$ cat src/hdl/port_phy_regs_consts.svh
// register offsets, field positions and management-register map for the port phy register bank
// assumes byte-wide registers on an 8-bit address and 16-bit management registers
`ifndef PORT_PHY_REGS_CONSTS_SVH
`define PORT_PHY_REGS_CONSTS_SVH

// ----------------------------------------------------------------
// register offsets
// ----------------------------------------------------------------
`define ADDR_P1_CTL   8'h2d
`define ADDR_P1_STAT  8'h2e
`define ADDR_P1_MODE  8'h2f
`define ADDR_P2_CTL   8'h3d
`define ADDR_P2_STAT  8'h3e
`define ADDR_P2_MODE  8'h3f
`define ADDR_P3_CTL   8'h4d
`define ADDR_P4_CTL   8'h5d

// ----------------------------------------------------------------
// control register fields
// ----------------------------------------------------------------
`define CTL_BLANK     7
`define CTL_TXOFF     6
`define CTL_RENEG     5
`define CTL_PDOWN     3
`define CTL_XAUTOOFF  2
`define CTL_STRAIGHT  1
`define CTL_MACLOOP   0

// ----------------------------------------------------------------
// combined control / mode register fields
// ----------------------------------------------------------------
`define MODE_PHYLOOP  7
`define MODE_DETACH   5
`define MODE_SOFTRST  4
`define MODE_FLINK    3
`define MODE_OPM_HI   2

`define REG_RESET     8'h00

// ----------------------------------------------------------------
// management serial register map
// ----------------------------------------------------------------
`define MII_CTRL      5'h00
`define MII_STAT      5'h01
`define MII_LPA       5'h05
`define MII_RESET     15
`define MII_LOOP      14
`define MII_PDOWN     11
`define MII_ISO       10
`define MII_RESTART   9
`define MII_ANDONE    5
`define MII_LINK      2
`define MII_LPA_PAUSE 10
`define MII_LPA_LO    5
`define MII_LPA_HI    8
`define MII_ZERO      16'h0000

`endif

$ cat src/hdl/port_phy_regs_pkg.sv
// types shared by the port phy register bank
// assumes the constants header supplies all numeric values except the operating mode codes below
package port_phy_regs_pkg;

    typedef logic [7:0]  regByte_t;
    typedef logic [15:0] miiWord_t;

    // operating mode codes reported by the phy
    typedef enum logic [2:0] {
        OPM_RSVD0    = 3'h0,
        OPM_NEGOT    = 3'h1,
        OPM_10_HALF  = 3'h2,
        OPM_100_HALF = 3'h3,
        OPM_RSVD4    = 3'h4,
        OPM_10_FULL  = 3'h5,
        OPM_100_FULL = 3'h6,
        OPM_RSVD7    = 3'h7
    } opMode_e;

endpackage

$ cat src/hdl/port_phy_control_status_regs.sv
// control and status registers of the two copper ports, plus mac loopback of ports 3 and 4
// assumes phy status inputs come from logic on clk_sys; indicator inputs are internal
// Overview of operation
// - indicator-blank bit 7 forces all port indicator pins high.
// - control bit 6 disables the port transmitter.
// - control bit 5 restarts negotiation and clears itself.
// - control bit 3 powers down the port phy.
// - control bit 2 turns automatic crossover off.
// - with crossover off, bit 1 forces straight wiring, else crossed.
// - port 1 bit 0 loops monitor-port frames through port 1 mac.
// - ports 3 and 4 bit 0 do the same mac loopback.
// - ports 3 and 4 control bits 7 to 1 are reserved.
// - status bit 7 shows crossover state, bit 6 negotiation complete.
// - status bit 5 shows link good.
// - status bits 4 to 0 show partner abilities.
// - port 1 combined bit 7 loops frames through port 1 pmd/pma.
// - port 2 combined bit 7 does the same on port 2.
// - combined bit 5 isolates the phy from mac side and line.
// - combined bit 4 soft-resets the phy and clears itself.
// - combined bit 3 forces the link up.
// - combined bits 2 to 0 read the operating mode.
// - power-down, phy loopback, isolate, restart, soft-reset, link, negotiation and partner bits are mirrored onto standard management registers.
// - control registers sit at 0x2d and 0x3d for ports 1 and 2, 0x4d and 0x5d for ports 3 and 4.
`timescale 1ns/10ps
`include "port_phy_regs_consts.svh"

module port_phy_control_status_regs #(
    parameter int NPHY = 2,
    parameter int NMAC = 4
) (
    input  wire logic                              clk_sys,
    input  wire logic                              rst,
    input  wire logic [7:0]                        regAddr,
    input  wire logic                              regWrEn,
    input  wire logic                              regRdEn,
    input  wire port_phy_regs_pkg::regByte_t       regWrData,
    output      port_phy_regs_pkg::regByte_t       regRdData,
    output      logic                              regRdValid,
    input  wire logic                              miiPort,
    input  wire logic [4:0]                        miiAddr,
    input  wire logic                              miiWrEn,
    input  wire logic                              miiRdEn,
    input  wire port_phy_regs_pkg::miiWord_t       miiWrData,
    output      port_phy_regs_pkg::miiWord_t       miiRdData,
    output      logic                              miiRdValid,
    input  wire logic [NPHY-1:0]                   ledAIn,
    input  wire logic [NPHY-1:0]                   ledBIn,
    input  wire logic [NPHY-1:0]                   xoverIsMdi,
    input  wire logic [NPHY-1:0]                   negotiationComplete,
    input  wire logic [NPHY-1:0]                   linkGood,
    input  wire logic [NPHY-1:0][4:0]              partnerAbility,
    input  wire port_phy_regs_pkg::opMode_e [NPHY-1:0] opMode,
    output      logic [NPHY-1:0]                   portIndicatorA,
    output      logic [NPHY-1:0]                   portIndicatorB,
    output      logic [NPHY-1:0]                   txDisable,
    output      logic [NPHY-1:0]                   renegotiate,
    output      logic [NPHY-1:0]                   powerDown,
    output      logic [NPHY-1:0]                   crossoverAutoOff,
    output      logic [NPHY-1:0]                   straightWiringForce,
    output      logic [NMAC-1:0]                   macLoopback,
    output      logic [NPHY-1:0]                   lineSideReturnPath,
    output      logic [NPHY-1:0]                   phyDetach,
    output      logic [NPHY-1:0]                   phySoftReset,
    output      logic [NPHY-1:0]                   forceLink
);

    // ------------------------------------------------------------
    // write decode
    // ------------------------------------------------------------
    logic [NPHY-1:0] ctlWr;
    logic [NPHY-1:0] modeWr;
    logic [NMAC-1:0] loopWr;
    logic [NPHY-1:0] mCtlWr;

    always_comb begin
        ctlWr[0]  = regWrEn && (regAddr == `ADDR_P1_CTL);
        ctlWr[1]  = regWrEn && (regAddr == `ADDR_P2_CTL);
        modeWr[0] = regWrEn && (regAddr == `ADDR_P1_MODE);
        modeWr[1] = regWrEn && (regAddr == `ADDR_P2_MODE);
        loopWr[0] = ctlWr[0];
        loopWr[1] = ctlWr[1];
        loopWr[2] = regWrEn && (regAddr == `ADDR_P3_CTL);
        loopWr[3] = regWrEn && (regAddr == `ADDR_P4_CTL);
        mCtlWr[0] = miiWrEn && (miiAddr == `MII_CTRL) && !miiPort;
        mCtlWr[1] = miiWrEn && (miiAddr == `MII_CTRL) && miiPort;
    end

    // ------------------------------------------------------------
    // control fields
    // ------------------------------------------------------------
    // the register port wins over the management port when both write the same port
    logic [NPHY-1:0] blank_q, txOff_q, reneg_q, pDown_q, xAutoOff_q, straight_q;
    logic [NPHY-1:0] phyLoop_q, detach_q, softRst_q, fLink_q;
    logic [NMAC-1:0] macLoop_q;

    always_ff @(posedge clk_sys) begin
        if (rst) begin
            blank_q    <= '0;
            txOff_q    <= '0;
            pDown_q    <= '0;
            xAutoOff_q <= '0;
            straight_q <= '0;
        end else begin
            for (int p = 0; p < NPHY; p++) begin
                if (ctlWr[p]) begin
                    blank_q[p]    <= regWrData[`CTL_BLANK];
                    txOff_q[p]    <= regWrData[`CTL_TXOFF];
                    pDown_q[p]    <= regWrData[`CTL_PDOWN];
                    xAutoOff_q[p] <= regWrData[`CTL_XAUTOOFF];
                    straight_q[p] <= regWrData[`CTL_STRAIGHT];
                end else if (mCtlWr[p]) begin
                    pDown_q[p]    <= miiWrData[`MII_PDOWN];
                end
            end
        end
    end

    // only bit 0 is live on ports 3 and 4; their upper bits are never stored
    always_ff @(posedge clk_sys) begin
        if (rst) begin
            macLoop_q <= '0;
        end else begin
            for (int m = 0; m < NMAC; m++) begin
                if (loopWr[m]) begin
                    macLoop_q[m] <= regWrData[`CTL_MACLOOP];
                end
            end
        end
    end

    always_ff @(posedge clk_sys) begin
        if (rst) begin
            phyLoop_q <= '0;
            detach_q  <= '0;
            fLink_q   <= '0;
        end else begin
            for (int p = 0; p < NPHY; p++) begin
                if (modeWr[p]) begin
                    phyLoop_q[p] <= regWrData[`MODE_PHYLOOP];
                    detach_q[p]  <= regWrData[`MODE_DETACH];
                    fLink_q[p]   <= regWrData[`MODE_FLINK];
                end else if (mCtlWr[p]) begin
                    phyLoop_q[p] <= miiWrData[`MII_LOOP];
                    detach_q[p]  <= miiWrData[`MII_ISO];
                end
            end
        end
    end

    // ------------------------------------------------------------
    // self-clearing commands
    // ------------------------------------------------------------
    // each bit lives one cycle as the launch pulse; a new write in that cycle wins
    always_ff @(posedge clk_sys) begin
        if (rst) begin
            reneg_q   <= '0;
            softRst_q <= '0;
        end else begin
            for (int p = 0; p < NPHY; p++) begin
                reneg_q[p] <= (ctlWr[p] && regWrData[`CTL_RENEG])
                           || (mCtlWr[p] && miiWrData[`MII_RESTART]);
                softRst_q[p] <= (modeWr[p] && regWrData[`MODE_SOFTRST])
                             || (mCtlWr[p] && miiWrData[`MII_RESET]);
            end
        end
    end

    // ------------------------------------------------------------
    // outputs to the phy and indicator pins
    // ------------------------------------------------------------
    logic [NPHY-1:0] indA_q, indB_q;

    always_ff @(posedge clk_sys) begin
        if (rst) begin
            indA_q <= '0;
            indB_q <= '0;
        end else begin
            for (int p = 0; p < NPHY; p++) begin
                indA_q[p] <= blank_q[p] ? 1'b1 : ledAIn[p];
                indB_q[p] <= blank_q[p] ? 1'b1 : ledBIn[p];
            end
        end
    end

    assign portIndicatorA      = indA_q;
    assign portIndicatorB      = indB_q;
    assign txDisable           = txOff_q;
    assign renegotiate         = reneg_q;
    assign powerDown           = pDown_q;
    assign crossoverAutoOff    = xAutoOff_q;
    assign straightWiringForce = straight_q;
    assign macLoopback         = macLoop_q;
    assign lineSideReturnPath  = phyLoop_q;
    assign phyDetach           = detach_q;
    assign phySoftReset        = softRst_q;
    assign forceLink           = fLink_q;

    // ------------------------------------------------------------
    // register read port
    // ------------------------------------------------------------
    function automatic port_phy_regs_pkg::regByte_t ctlByte(input int p);
        ctlByte = {blank_q[p], txOff_q[p], reneg_q[p], 1'b0, pDown_q[p],
                   xAutoOff_q[p], straight_q[p], macLoop_q[p]};
    endfunction

    function automatic port_phy_regs_pkg::regByte_t statByte(input int p);
        statByte = {xoverIsMdi[p], negotiationComplete[p], linkGood[p], partnerAbility[p]};
    endfunction

    function automatic port_phy_regs_pkg::regByte_t modeByte(input int p);
        modeByte = {phyLoop_q[p], 1'b0, detach_q[p], softRst_q[p], fLink_q[p], opMode[p]};
    endfunction

    always_ff @(posedge clk_sys) begin
        if (rst) begin
            regRdData  <= `REG_RESET;
            regRdValid <= 1'b0;
        end else begin
            regRdValid <= regRdEn;
            if (regRdEn) begin
                unique case (regAddr)
                    `ADDR_P1_CTL:  regRdData <= ctlByte(0);
                    `ADDR_P2_CTL:  regRdData <= ctlByte(1);
                    `ADDR_P1_STAT: regRdData <= statByte(0);
                    `ADDR_P2_STAT: regRdData <= statByte(1);
                    `ADDR_P1_MODE: regRdData <= modeByte(0);
                    `ADDR_P2_MODE: regRdData <= modeByte(1);
                    `ADDR_P3_CTL:  regRdData <= {7'h00, macLoop_q[2]};
                    `ADDR_P4_CTL:  regRdData <= {7'h00, macLoop_q[3]};
                    default:       regRdData <= `REG_RESET;
                endcase
            end
        end
    end

    // ------------------------------------------------------------
    // management serial register mirror
    // ------------------------------------------------------------
    port_phy_regs_pkg::miiWord_t mRd;
    int mp;

    always_comb begin
        mp  = miiPort ? 1 : 0;
        mRd = `MII_ZERO;
        unique case (miiAddr)
            `MII_CTRL: begin
                mRd[`MII_RESET]   = softRst_q[mp];
                mRd[`MII_LOOP]    = phyLoop_q[mp];
                mRd[`MII_PDOWN]   = pDown_q[mp];
                mRd[`MII_ISO]     = detach_q[mp];
                mRd[`MII_RESTART] = reneg_q[mp];
            end
            `MII_STAT: begin
                mRd[`MII_ANDONE] = negotiationComplete[mp];
                mRd[`MII_LINK]   = linkGood[mp] | fLink_q[mp];
            end
            `MII_LPA: begin
                mRd[`MII_LPA_PAUSE]          = partnerAbility[mp][4];
                mRd[`MII_LPA_HI:`MII_LPA_LO] = partnerAbility[mp][3:0];
            end
            default: mRd = `MII_ZERO;
        endcase
    end

    always_ff @(posedge clk_sys) begin
        if (rst) begin
            miiRdData  <= `MII_ZERO;
            miiRdValid <= 1'b0;
        end else begin
            miiRdValid <= miiRdEn;
            if (miiRdEn) begin
                miiRdData <= mRd;
            end
        end
    end
endmodule // port_phy_control_status_regs

$ cat config.mk
export PLATFORM = sky130hd
export DESIGN_NAME = port_phy_control_status_regs
export DESIGN_NICKNAME = d
export VERILOG_FILES = /design/src/hdl/port_phy_regs_pkg.sv /design/src/hdl/port_phy_control_status_regs.sv
export VERILOG_INCLUDE_DIRS = /design/src /design/src/hdl
export SDC_FILE = /design/constraint.sdc
export NUM_CORES = 1
export LEC_CHECK = 0
export BUFFER_PORTS_ARGS = -buffer_cell sky130_fd_sc_hd__clkbuf_2
export CAP_MARGIN = 25
export CELL_PAD_IN_SITES_DETAIL_PLACEMENT = 1
export CELL_PAD_IN_SITES_GLOBAL_PLACEMENT = 2
export CORE_MARGIN = 5
export CORE_UTILIZATION = 23
export DETAILED_ROUTE_END_ITERATION = 8
export PLACE_DENSITY_LB_ADDON = 0.1
export SETUP_SLACK_MARGIN = 0.05
export SLEW_MARGIN = 20
export SYNTH_ARGS = -nofsm -noshare
export SYNTH_HDL_FRONTEND = slang
export SYNTH_SLANG_ARGS = --single-unit
$ cat constraint.sdc
create_clock -name clk_sys -period 1.5 [get_ports clk_sys]
set_input_delay 0.375 -clock clk_sys [delete_from_list [all_inputs] [get_ports clk_sys]]
set_output_delay 0.375 -clock clk_sys [all_outputs]
set_load 0.01 [all_outputs]
==> results of run 1 <==
## critical path, cell delays in order
cell,delay (ps)
clkbuf_2,230
mux2_2,380
a22o_1,240
o2111ai_1,220
a211oi_1,110
## kinds of logic (layout without fill, tap and decap cells)
group | after synthesis | in the layout | share of synthesized area
other | 1 | 6 | 0.00148
DFF | 48 | 48 | 0.379
and+or+nand+nor | 120 | 120 | 0.247
AOI/OAI and AO/OA | 58 | 58 | 0.155
muxes | 35 | 35 | 0.154
buffers and inverters | 26 | 162 | 0.0627
## repair_timing
action | in CTS | in global routing
endpoints found under the hold margin | 0 | 0
endpoints found under the setup margin | 0 | 1
gates resized for setup | 0 | 1
setup buffers | 0 | 0
## cell type report
class / count / area (sq um)
fill: 1311 / 7140
multi-input combinational: 219 / 1450
sequential: 48 / 961
timing repair buffer: 153 / 938
tap: 140 / 175
clock buffer: 5 / 68.8
clock inverter: 2 / 60.1
inverter: 2 / 7.51
## stage by stage
step           instances  hold slack (ps)  total power (W)
2_1_floorplan        293              454          0.00150
3_3_place_gp         562              440          0.00173
3_5_place_dp         562              442          0.00173
4_1_cts              569              267          0.00284
5_1_grt              569              283          0.00291
6_report             569              276          0.00280
## Yosys cell counts (all sizes together), types with 3 or more instances
library cell  instances
nand3                 6
a22o                  3
mux2i                30
nor3                  7
nand2b                6
dfxtp                48
clkbuf                9
buf                  15
nand3b                5
nand2                30
nor4                  5
nor2b                 5
a211oi               10
mux4                  3
o21ai                15
a21oi                13
nor2                 38
nand4                 3
a22oi                 5
## per-layer routing
metal / vias up / global-route usage / routed length (um)
li1: 1308 / - / -
met5: - / 0 / 0
met1: 1223 / 0.197 / 4600
met4: 0 / 0.0282 / 42
met2: 60 / 0.235 / 4460
met3: 2 / 0.0337 / 543
## power by group through the flow
stage                     clock, W  sequential (W)  combinational [W]
after floorplan                  0         0.00132           0.000178
after global placement           0         0.00132           0.000413
after detailed placement         0         0.00132           0.000415
after CTS                  0.00113         0.00129           0.000417
after global routing       0.00117         0.00129           0.000448
final                      0.00110         0.00129           0.000410
## worst max-delay path by stage
| stage | start | endpoint | slack (ps) | cells past startpoint |
|---|---|---|---|---|
| after detailed placement | regAddr[4] | regRdData[7] | -210 | 5 |
| after global placement | regAddr[4] | regRdData[0] | -190 | 5 |
| final | regAddr[4] | regRdData[0] | 120 | 5 |
| after floorplan | regAddr[2] | crossoverAutoOff[0] | 50 | 6 |
| after CTS | regAddr[4] | regRdData[7] | 110 | 5 |
| after global routing | regAddr[4] | regRdData[0] | 60 | 7 |
==> results.cfg, run 1 <==
[worst_setup_path]
worstPathRequired_ps = 1680
cp-start-kind = input port
cp.arrival_ps = 1550
cp_max_fo = 9
critPathKind = input port to flip-flop
rr_startpoint = lineSideReturnPath[1]
r2r_end = regRdData[7]
end_kind = flip-flop
ff2ff_path_depth = 4
ff2ff_setup_slack_ps = 190

[finish]
layout_common_cells = clkbuf_2, dfxtp_1, buf_4, nor2_1
antenna_cells = 0
largest_reg_flops = 10
mostFrequentLayoutCell = clkbuf_2
utilization = 0.339
layout-drive-gt1-share = 0.406
area_growth_pct = 44.4
nets = 499
top_register = miiRdData
finalInstanceArea_sq_um = 3660

[power]
power_frac_clock = 0.393
power_frac_comb = 0.146
power_density_nw_per_um2 = 766
p_sw_frac = 0.236
power_frac_seq = 0.460
power.switching_w = 0.000660
p_int_w = 0.00214
p_leak_nw = 1.63
ir_worst_vdd_mv = 0.344

[sta]
fin_skew_ps = 12.1
worstMarginPinSlew_ps = 617
layout_setup_ws_ps = 122
period_share = 0.919
rsz0062_at_grt = no
drv_slew = 0
fin_setup_tns_ps = 0
period_minus_slack_ps = 1380
relSlewSlack = 0.587
setup_viol = 0
maxClockFrequency_ghz = 0.726
hold_viol = 0

[routing]
vias = 2593
drtIter0Drc = 37
drt_first_pass_iters = 4
wire_per_inst_um = 16.9
drc = 0
drtAntennaViolNets = 0
avgViaCountPerCell = 4.56
drt-total-wl_mm = 9.64

[clock_tree]
clock-sinks = 48
cts_buffers = 5
hold_buffers = 0
htree_levels = 2
clk_latency_ps = 300
root_buffer = clkbuf_8
clkTransAtPathRegs_ps = 90
cts_tree = yes
cts_buffer_depth = 2

[placement]
dpl.hpwl_mm = 8.14
portBuffers = 104
preCtsSetupSlack_ps = -210
placed_area_sq_um = 3520
gp_congestion = 0.788

[yosys]
synth_ff_type = dfxtp_1
ys_seq_elements = 48
ys.warnings.count = 0
synth_area_sq_um = 2530
synthCells = 288
yosysSeqAreaShare = 0.379
synthArstFlopShare = 0
synth_edf_count = 0
synth_top_area_share = 0.379
yosys.area.top_type = dfxtp_1
synth_cell_types = 50
netlist_top_cells_area = dfxtp_1, mux2i_1, nor2_1, nand2_1, o21ai_0
avgSynthCellArea_sq_um = 8.79

[hold_path]
hold_class = input port to flip-flop
worstHoldStart = ledAIn[0]
hold_end = portIndicatorA[0]
hold_depth = 3

[floorplanning]
start_util = 0.235
die_h_um = 115
die_w_um = 115
num_io_pins = 122
num_rows = 38
coreArea_sq_um = 10800
die_area_sq_um = 13200

[grt]
antenna_found_initial = 0
first_global_vias = 2733
grt_max_degree = 37
grt_pass1_wl_mm = 14.7
grt_usage = 0.144
gr-total-overflow = 0

[flow_run]
maxCapViolations = 0

[status]
status = complete, no violations
No activity file was read; power rests on OpenSTA's default activity.
==> run 2, diff against run 1 <==
--- a/config.mk
+++ b/config.mk
@@ -11,7 +11,7 @@
 export CELL_PAD_IN_SITES_DETAIL_PLACEMENT = 1
 export CELL_PAD_IN_SITES_GLOBAL_PLACEMENT = 2
 export CORE_MARGIN = 5
-export CORE_UTILIZATION = 23
+export CORE_UTILIZATION = 25
 export DETAILED_ROUTE_END_ITERATION = 8
 export PLACE_DENSITY_LB_ADDON = 0.1
 export SETUP_SLACK_MARGIN = 0.05
==> constraint.sdc (replaced) <==
create_clock -name clk_sys -period 1.3 [get_ports clk_sys]
set_input_delay 0.325 -clock clk_sys [delete_from_list [all_inputs] [get_ports clk_sys]]
set_output_delay 0.325 -clock clk_sys [all_outputs]
set_load 0.01 [all_outputs]
==> run 2 against run 1 <==
Compared with the run above:
- register-to-register slack got worse by 150 ps
- core utilization grew 5.4 points
- critical path type is now flip-flop to flip-flop
- critical path depth decreased by 1
- count of clock-buffer cells in the layout unchanged
- design area is 5.5% higher
- setup slack got worse by 81 ps
- global-route usage up 0.97 points
- flip-flop and latch count did not move
==> results.cfg, run 2 (same netlist as run 1, synthesis figures left out) <==
[status]
status = complete, no violations

[worst_setup_path]
worstPathRequired_ps = 1500
critPathKind = flip-flop to flip-flop
cp-start-kind = flip-flop
cp_max_fo = 2
ff2ff_setup_slack_ps = 40
cp.arrival_ps = 1460
end_kind = flip-flop

[routing]
vias = 2681
avgViaCountPerCell = 4.69
drtAntennaViolNets = 0
drtIter0Drc = 55
drt_first_pass_iters = 4
drt-total-wl_mm = 9.65
wire_per_inst_um = 16.9
drc = 0

[sta]
rsz0062_at_grt = yes
hold_viol = 0
worstMarginPinSlew_ps = 614
fin_skew_ps = 15.5
layout_setup_ws_ps = 40.8
drv_slew = 0
relSlewSlack = 0.589
period_minus_slack_ps = 1260
period_share = 0.969
setup_viol = 0
maxClockFrequency_ghz = 0.794

[placement]
portBuffers = 104
dpl.hpwl_mm = 8.05
gp_congestion = 0.823
preCtsSetupSlack_ps = -390
placed_area_sq_um = 3540

[power]
p_leak_nw = 1.69
power_frac_seq = 0.479
power_frac_clock = 0.361
p_int_w = 0.00231
power_density_nw_per_um2 = 805
ir_worst_vdd_mv = 0.375
power.switching_w = 0.000799
p_sw_frac = 0.257
power_frac_comb = 0.160

[finish]
nets = 508
antenna_cells = 0
mostFrequentLayoutCell = clkbuf_2
layout-drive-gt1-share = 0.492
area_growth_pct = 52.4
layout_common_cells = clkbuf_2, buf_4, nor2_1, dfxtp_1, nand2_1
utilization = 0.393
top_register = miiRdData
largest_reg_flops = 10
finalInstanceArea_sq_um = 3860

[clock_tree]
cts_buffers = 5
clock-sinks = 48
clk_latency_ps = 310
htree_levels = 2
clkTransAtPathRegs_ps = 110
root_buffer = clkbuf_8
cts_buffer_depth = 2
cts_tree = yes

[grt]
grt_usage = 0.154
antenna_found_initial = 0
grt_pass1_wl_mm = 15.4
grt_max_degree = 30
first_global_vias = 2805
gr-total-overflow = 0

[floorplanning]
die_area_sq_um = 12200
num_rows = 36
coreArea_sq_um = 9820
num_io_pins = 122
die_w_um = 111
die_h_um = 111
start_util = 0.258

[flow_run]
maxCapViolations = 0

[hold_path]
hold_class = input port to flip-flop
-- run 2: power by group through the flow --
stage / registers [W] / logic [W] / clock network [W]
final: 0.00149 / 0.000498 / 0.00112
after global routing: 0.00149 / 0.000543 / 0.00122
after CTS: 0.00149 / 0.000483 / 0.00117
after detailed placement: 0.00152 / 0.000469 / 0
after global placement: 0.00152 / 0.000465 / 0
after floorplan: 0.00153 / 0.000227 / 0
-- run 2: metal layers --
layer	vias to the layer above	wire, um	track usage
met5	-	0	0
met4	0	69	0.0271
met3	8	470	0.0323
met2	70	4690	0.258
met1	1275	4420	0.206
li1	1328	-	-
-- run 2: stage by stage --
stage          setup TNS [ps]  hold WS [ps]  instances  power (W)
6_report                    0           209        572    0.00311
5_1_grt                 -3.37           222        572    0.00325
4_1_cts                     0           204        568    0.00314
3_5_place_dp            -8630           449        560    0.00199
3_3_place_gp            -8160           441        560    0.00199
2_1_floorplan            -560           404        293    0.00176
-- run 2: worst max-delay path, cell delays in order, from the launching register on --
cell     delay [ps]
dfxtp_2         330
mux4_2          460
and2_4          160
o21ai_4         140
a21oi_2          70
-- run 2: timing repair --
item,4_1_cts,5_1_grt
resized for setup,15,51
hold buffers,0,0
setup endpoints to repair,17,34
pin swaps,4,12
buffers inserted,0,4
-- run 2: cell type report --
class | count | area [sq um]
well taps | 133 | 166
flip-flops and latches | 48 | 980
inverters | 2 | 7.51
clock buffers | 5 | 68.8
fillers | 1231 | 5960
multi-input cells | 219 | 1550
clock inverters | 3 | 47.5
repair buffers | 162 | 1040
-- run 2: path summary, 6_finish.rpt --
kind,startpoint,to,cells after the start
worst min register to register,miiRdData[11],miiRdData[11],2
worst max-delay path,lineSideReturnPath[1],regRdData[7],4
worst max register to register,lineSideReturnPath[1],regRdData[7],4
worst min-delay path,ledBIn[0],portIndicatorB[0],3
==> run 3, diff against run 2 <==
--- a/config.mk
+++ b/config.mk
@@ -9,9 +9,9 @@
 export BUFFER_PORTS_ARGS = -buffer_cell sky130_fd_sc_hd__clkbuf_2
 export CAP_MARGIN = 25
 export CELL_PAD_IN_SITES_DETAIL_PLACEMENT = 1
-export CELL_PAD_IN_SITES_GLOBAL_PLACEMENT = 2
+export CELL_PAD_IN_SITES_GLOBAL_PLACEMENT = 1
 export CORE_MARGIN = 5
-export CORE_UTILIZATION = 25
+export CORE_UTILIZATION = 30
 export DETAILED_ROUTE_END_ITERATION = 8
 export PLACE_DENSITY_LB_ADDON = 0.1
 export SETUP_SLACK_MARGIN = 0.05
==> run 3 against run 2 <==
Compared with the run above:
- sequential power barely moved
- global-route usage up 1.8 points
- count of clock-buffer cells in the layout is 1 higher
- setup slack improved by 3.8 ps
- register-to-register slack hardly changed
- die area shrank 15%
- wire length decreased by 4.6%
- clock power is 16% lower
- non-clock buffer count fell by 4
- sequential share of layout area is 0.79 points higher
- core utilization is 5.8 points higher
- first-iteration DRC count decreased by 33%
==> results.cfg, run 3 (same netlist as run 1, synthesis figures left out) <==
[power]
p_leak_nw = 1.66
power_density_nw_per_um2 = 784
ir_worst_vdd_mv = 0.425

[clock_tree]
cts_tree = yes
cts_buffers = 5
clkTransAtPathRegs_ps = 90
clk_latency_ps = 300
htree_levels = 2
cts_buffer_depth = 2
root_buffer = clkbuf_8
hold_buffers = 0
clock-sinks = 48

[grt]
gr-total-overflow = 0
first_global_vias = 2653
grt_pass1_wl_mm = 13.9
grt_max_degree = 30
grt_usage = 0.172
antenna_found_initial = 0

[finish]
regArea_sq_um = 971
layout_common_cells = clkbuf_2, buf_4, dfxtp_1, nor2_1
nets = 504
area_growth_pct = 46.4
multiInputGateArea_sq_um = 1520
fin_cells = 540
mostFrequentLayoutCell = clkbuf_2
fillers = 1027
largest_reg_flops = 10
top_register = miiRdData
antenna_cells = 0
layout-drive-gt1-share = 0.464

[worst_setup_path]
end_kind = flip-flop
cp.arrival_ps = 1450
worstPathRequired_ps = 1500
cp_max_fo = 2
critPathKind = flip-flop to flip-flop
ff2ff_setup_slack_ps = 40
cp-start-kind = flip-flop

[sta]
drv_slew = 0
relSlewSlack = 0.587
worstMarginPinSlew_ps = 618
period_minus_slack_ps = 1260
setup_viol = 0
period_share = 0.966
fin_skew_ps = 4.37
maxClockFrequency_ghz = 0.797
rsz0062_at_grt = yes
hold_viol = 0
layout_setup_ws_ps = 44.6

[placement]
dpl.hpwl_mm = 7.62
gp_congestion = 0.789
portBuffers = 104
preCtsSetupSlack_ps = -315
placed_cells = 530

[routing]
drtIter0Drc = 37
vias = 2640
wire_per_inst_um = 17.0
drtAntennaViolNets = 0
avgViaCountPerCell = 4.89
drt_first_pass_iters = 4
drt-total-wl_mm = 9.20
drc = 0

[hold_path]
hold_class = input port to flip-flop

[floorplanning]
die_area_sq_um = 10400
coreArea_sq_um = 8220
num_io_pins = 122
die_h_um = 102
num_rows = 33
start_util = 0.308
die_w_um = 102

[status]
status = complete, no violations

[flow_run]
maxCapViolations = 0
## run 3: changes by cell type in the layout (fill, tap and decap cells not counted), moves of 4 or more
cell | previous run | this run
clkbuf_2 | 94 | 98
dfxtp_2 | 15 | 8
dfxtp_1 | 33 | 40
buf_4 | 56 | 49
## run 3: timing repair
item	4_1_cts	5_1_grt
buffers inserted	0	1
setup endpoints to repair	8	27
pin swaps	2	8
cloned	0	1
gates resized for setup	5	39
## run 3: area by class of cell
class	instances	share of cell area
Clock buffer	6	0.0223
Clock inverter	2	0.00270
Inverter	2	0.00202
Multi-Input combinational cell	219	0.411
Sequential cell	48	0.262
Tap cell	105	0.0354
Timing Repair Buffer	158	0.265
## run 3: path summary, 6_finish.rpt
| kind | from | endpoint | cells after the start |
|---|---|---|---|
| setup / recovery | lineSideReturnPath[1] | regRdData[7] | 4 |
| hold / removal | ledAIn[0] | portIndicatorA[0] | 3 |
| setup reg to reg | lineSideReturnPath[1] | regRdData[7] | 4 |
| hold reg to reg | miiRdData[8] | miiRdData[8] | 2 |
## run 3: critical path: stages (launching register included)
cell,delay [ps]
dfxtp_2,330
mux4_2,450
and2_4,150
o21ai_2,140
a21oi_1,80
## run 3: routing by layer
metal  routed length [um]  GRT usage  vias up
met5                    0          0        -
met4                   51     0.0303        0
li1                     -          -     1319
met1                 4300      0.239     1245
met3                  548     0.0348        6
met2                 4310      0.282       70
## run 3: metrics by stage
step,hold WS (ps),power (W),utilization,area (sq um),TNS (ps)
after floorplan,404,0.00176,-,2680,-560
after global placement,437,0.00197,0.424,3480,-6930
after detailed placement,448,0.00198,0.424,3480,-7660
after CTS,213,0.00292,0.437,3590,0
after global routing,224,0.00304,0.451,3710,0
final,222,0.00291,0.451,3710,0
## run 3: power breakdown
part | switching (W) | internal (W) | total, W | leakage [nW]
clock network | 0.000510 | 0.000426 | 0.000936 | 0.0510
registers | 0.00000552 | 0.00148 | 0.00149 | 0.392
logic | 0.000248 | 0.000238 | 0.000486 | 1.21
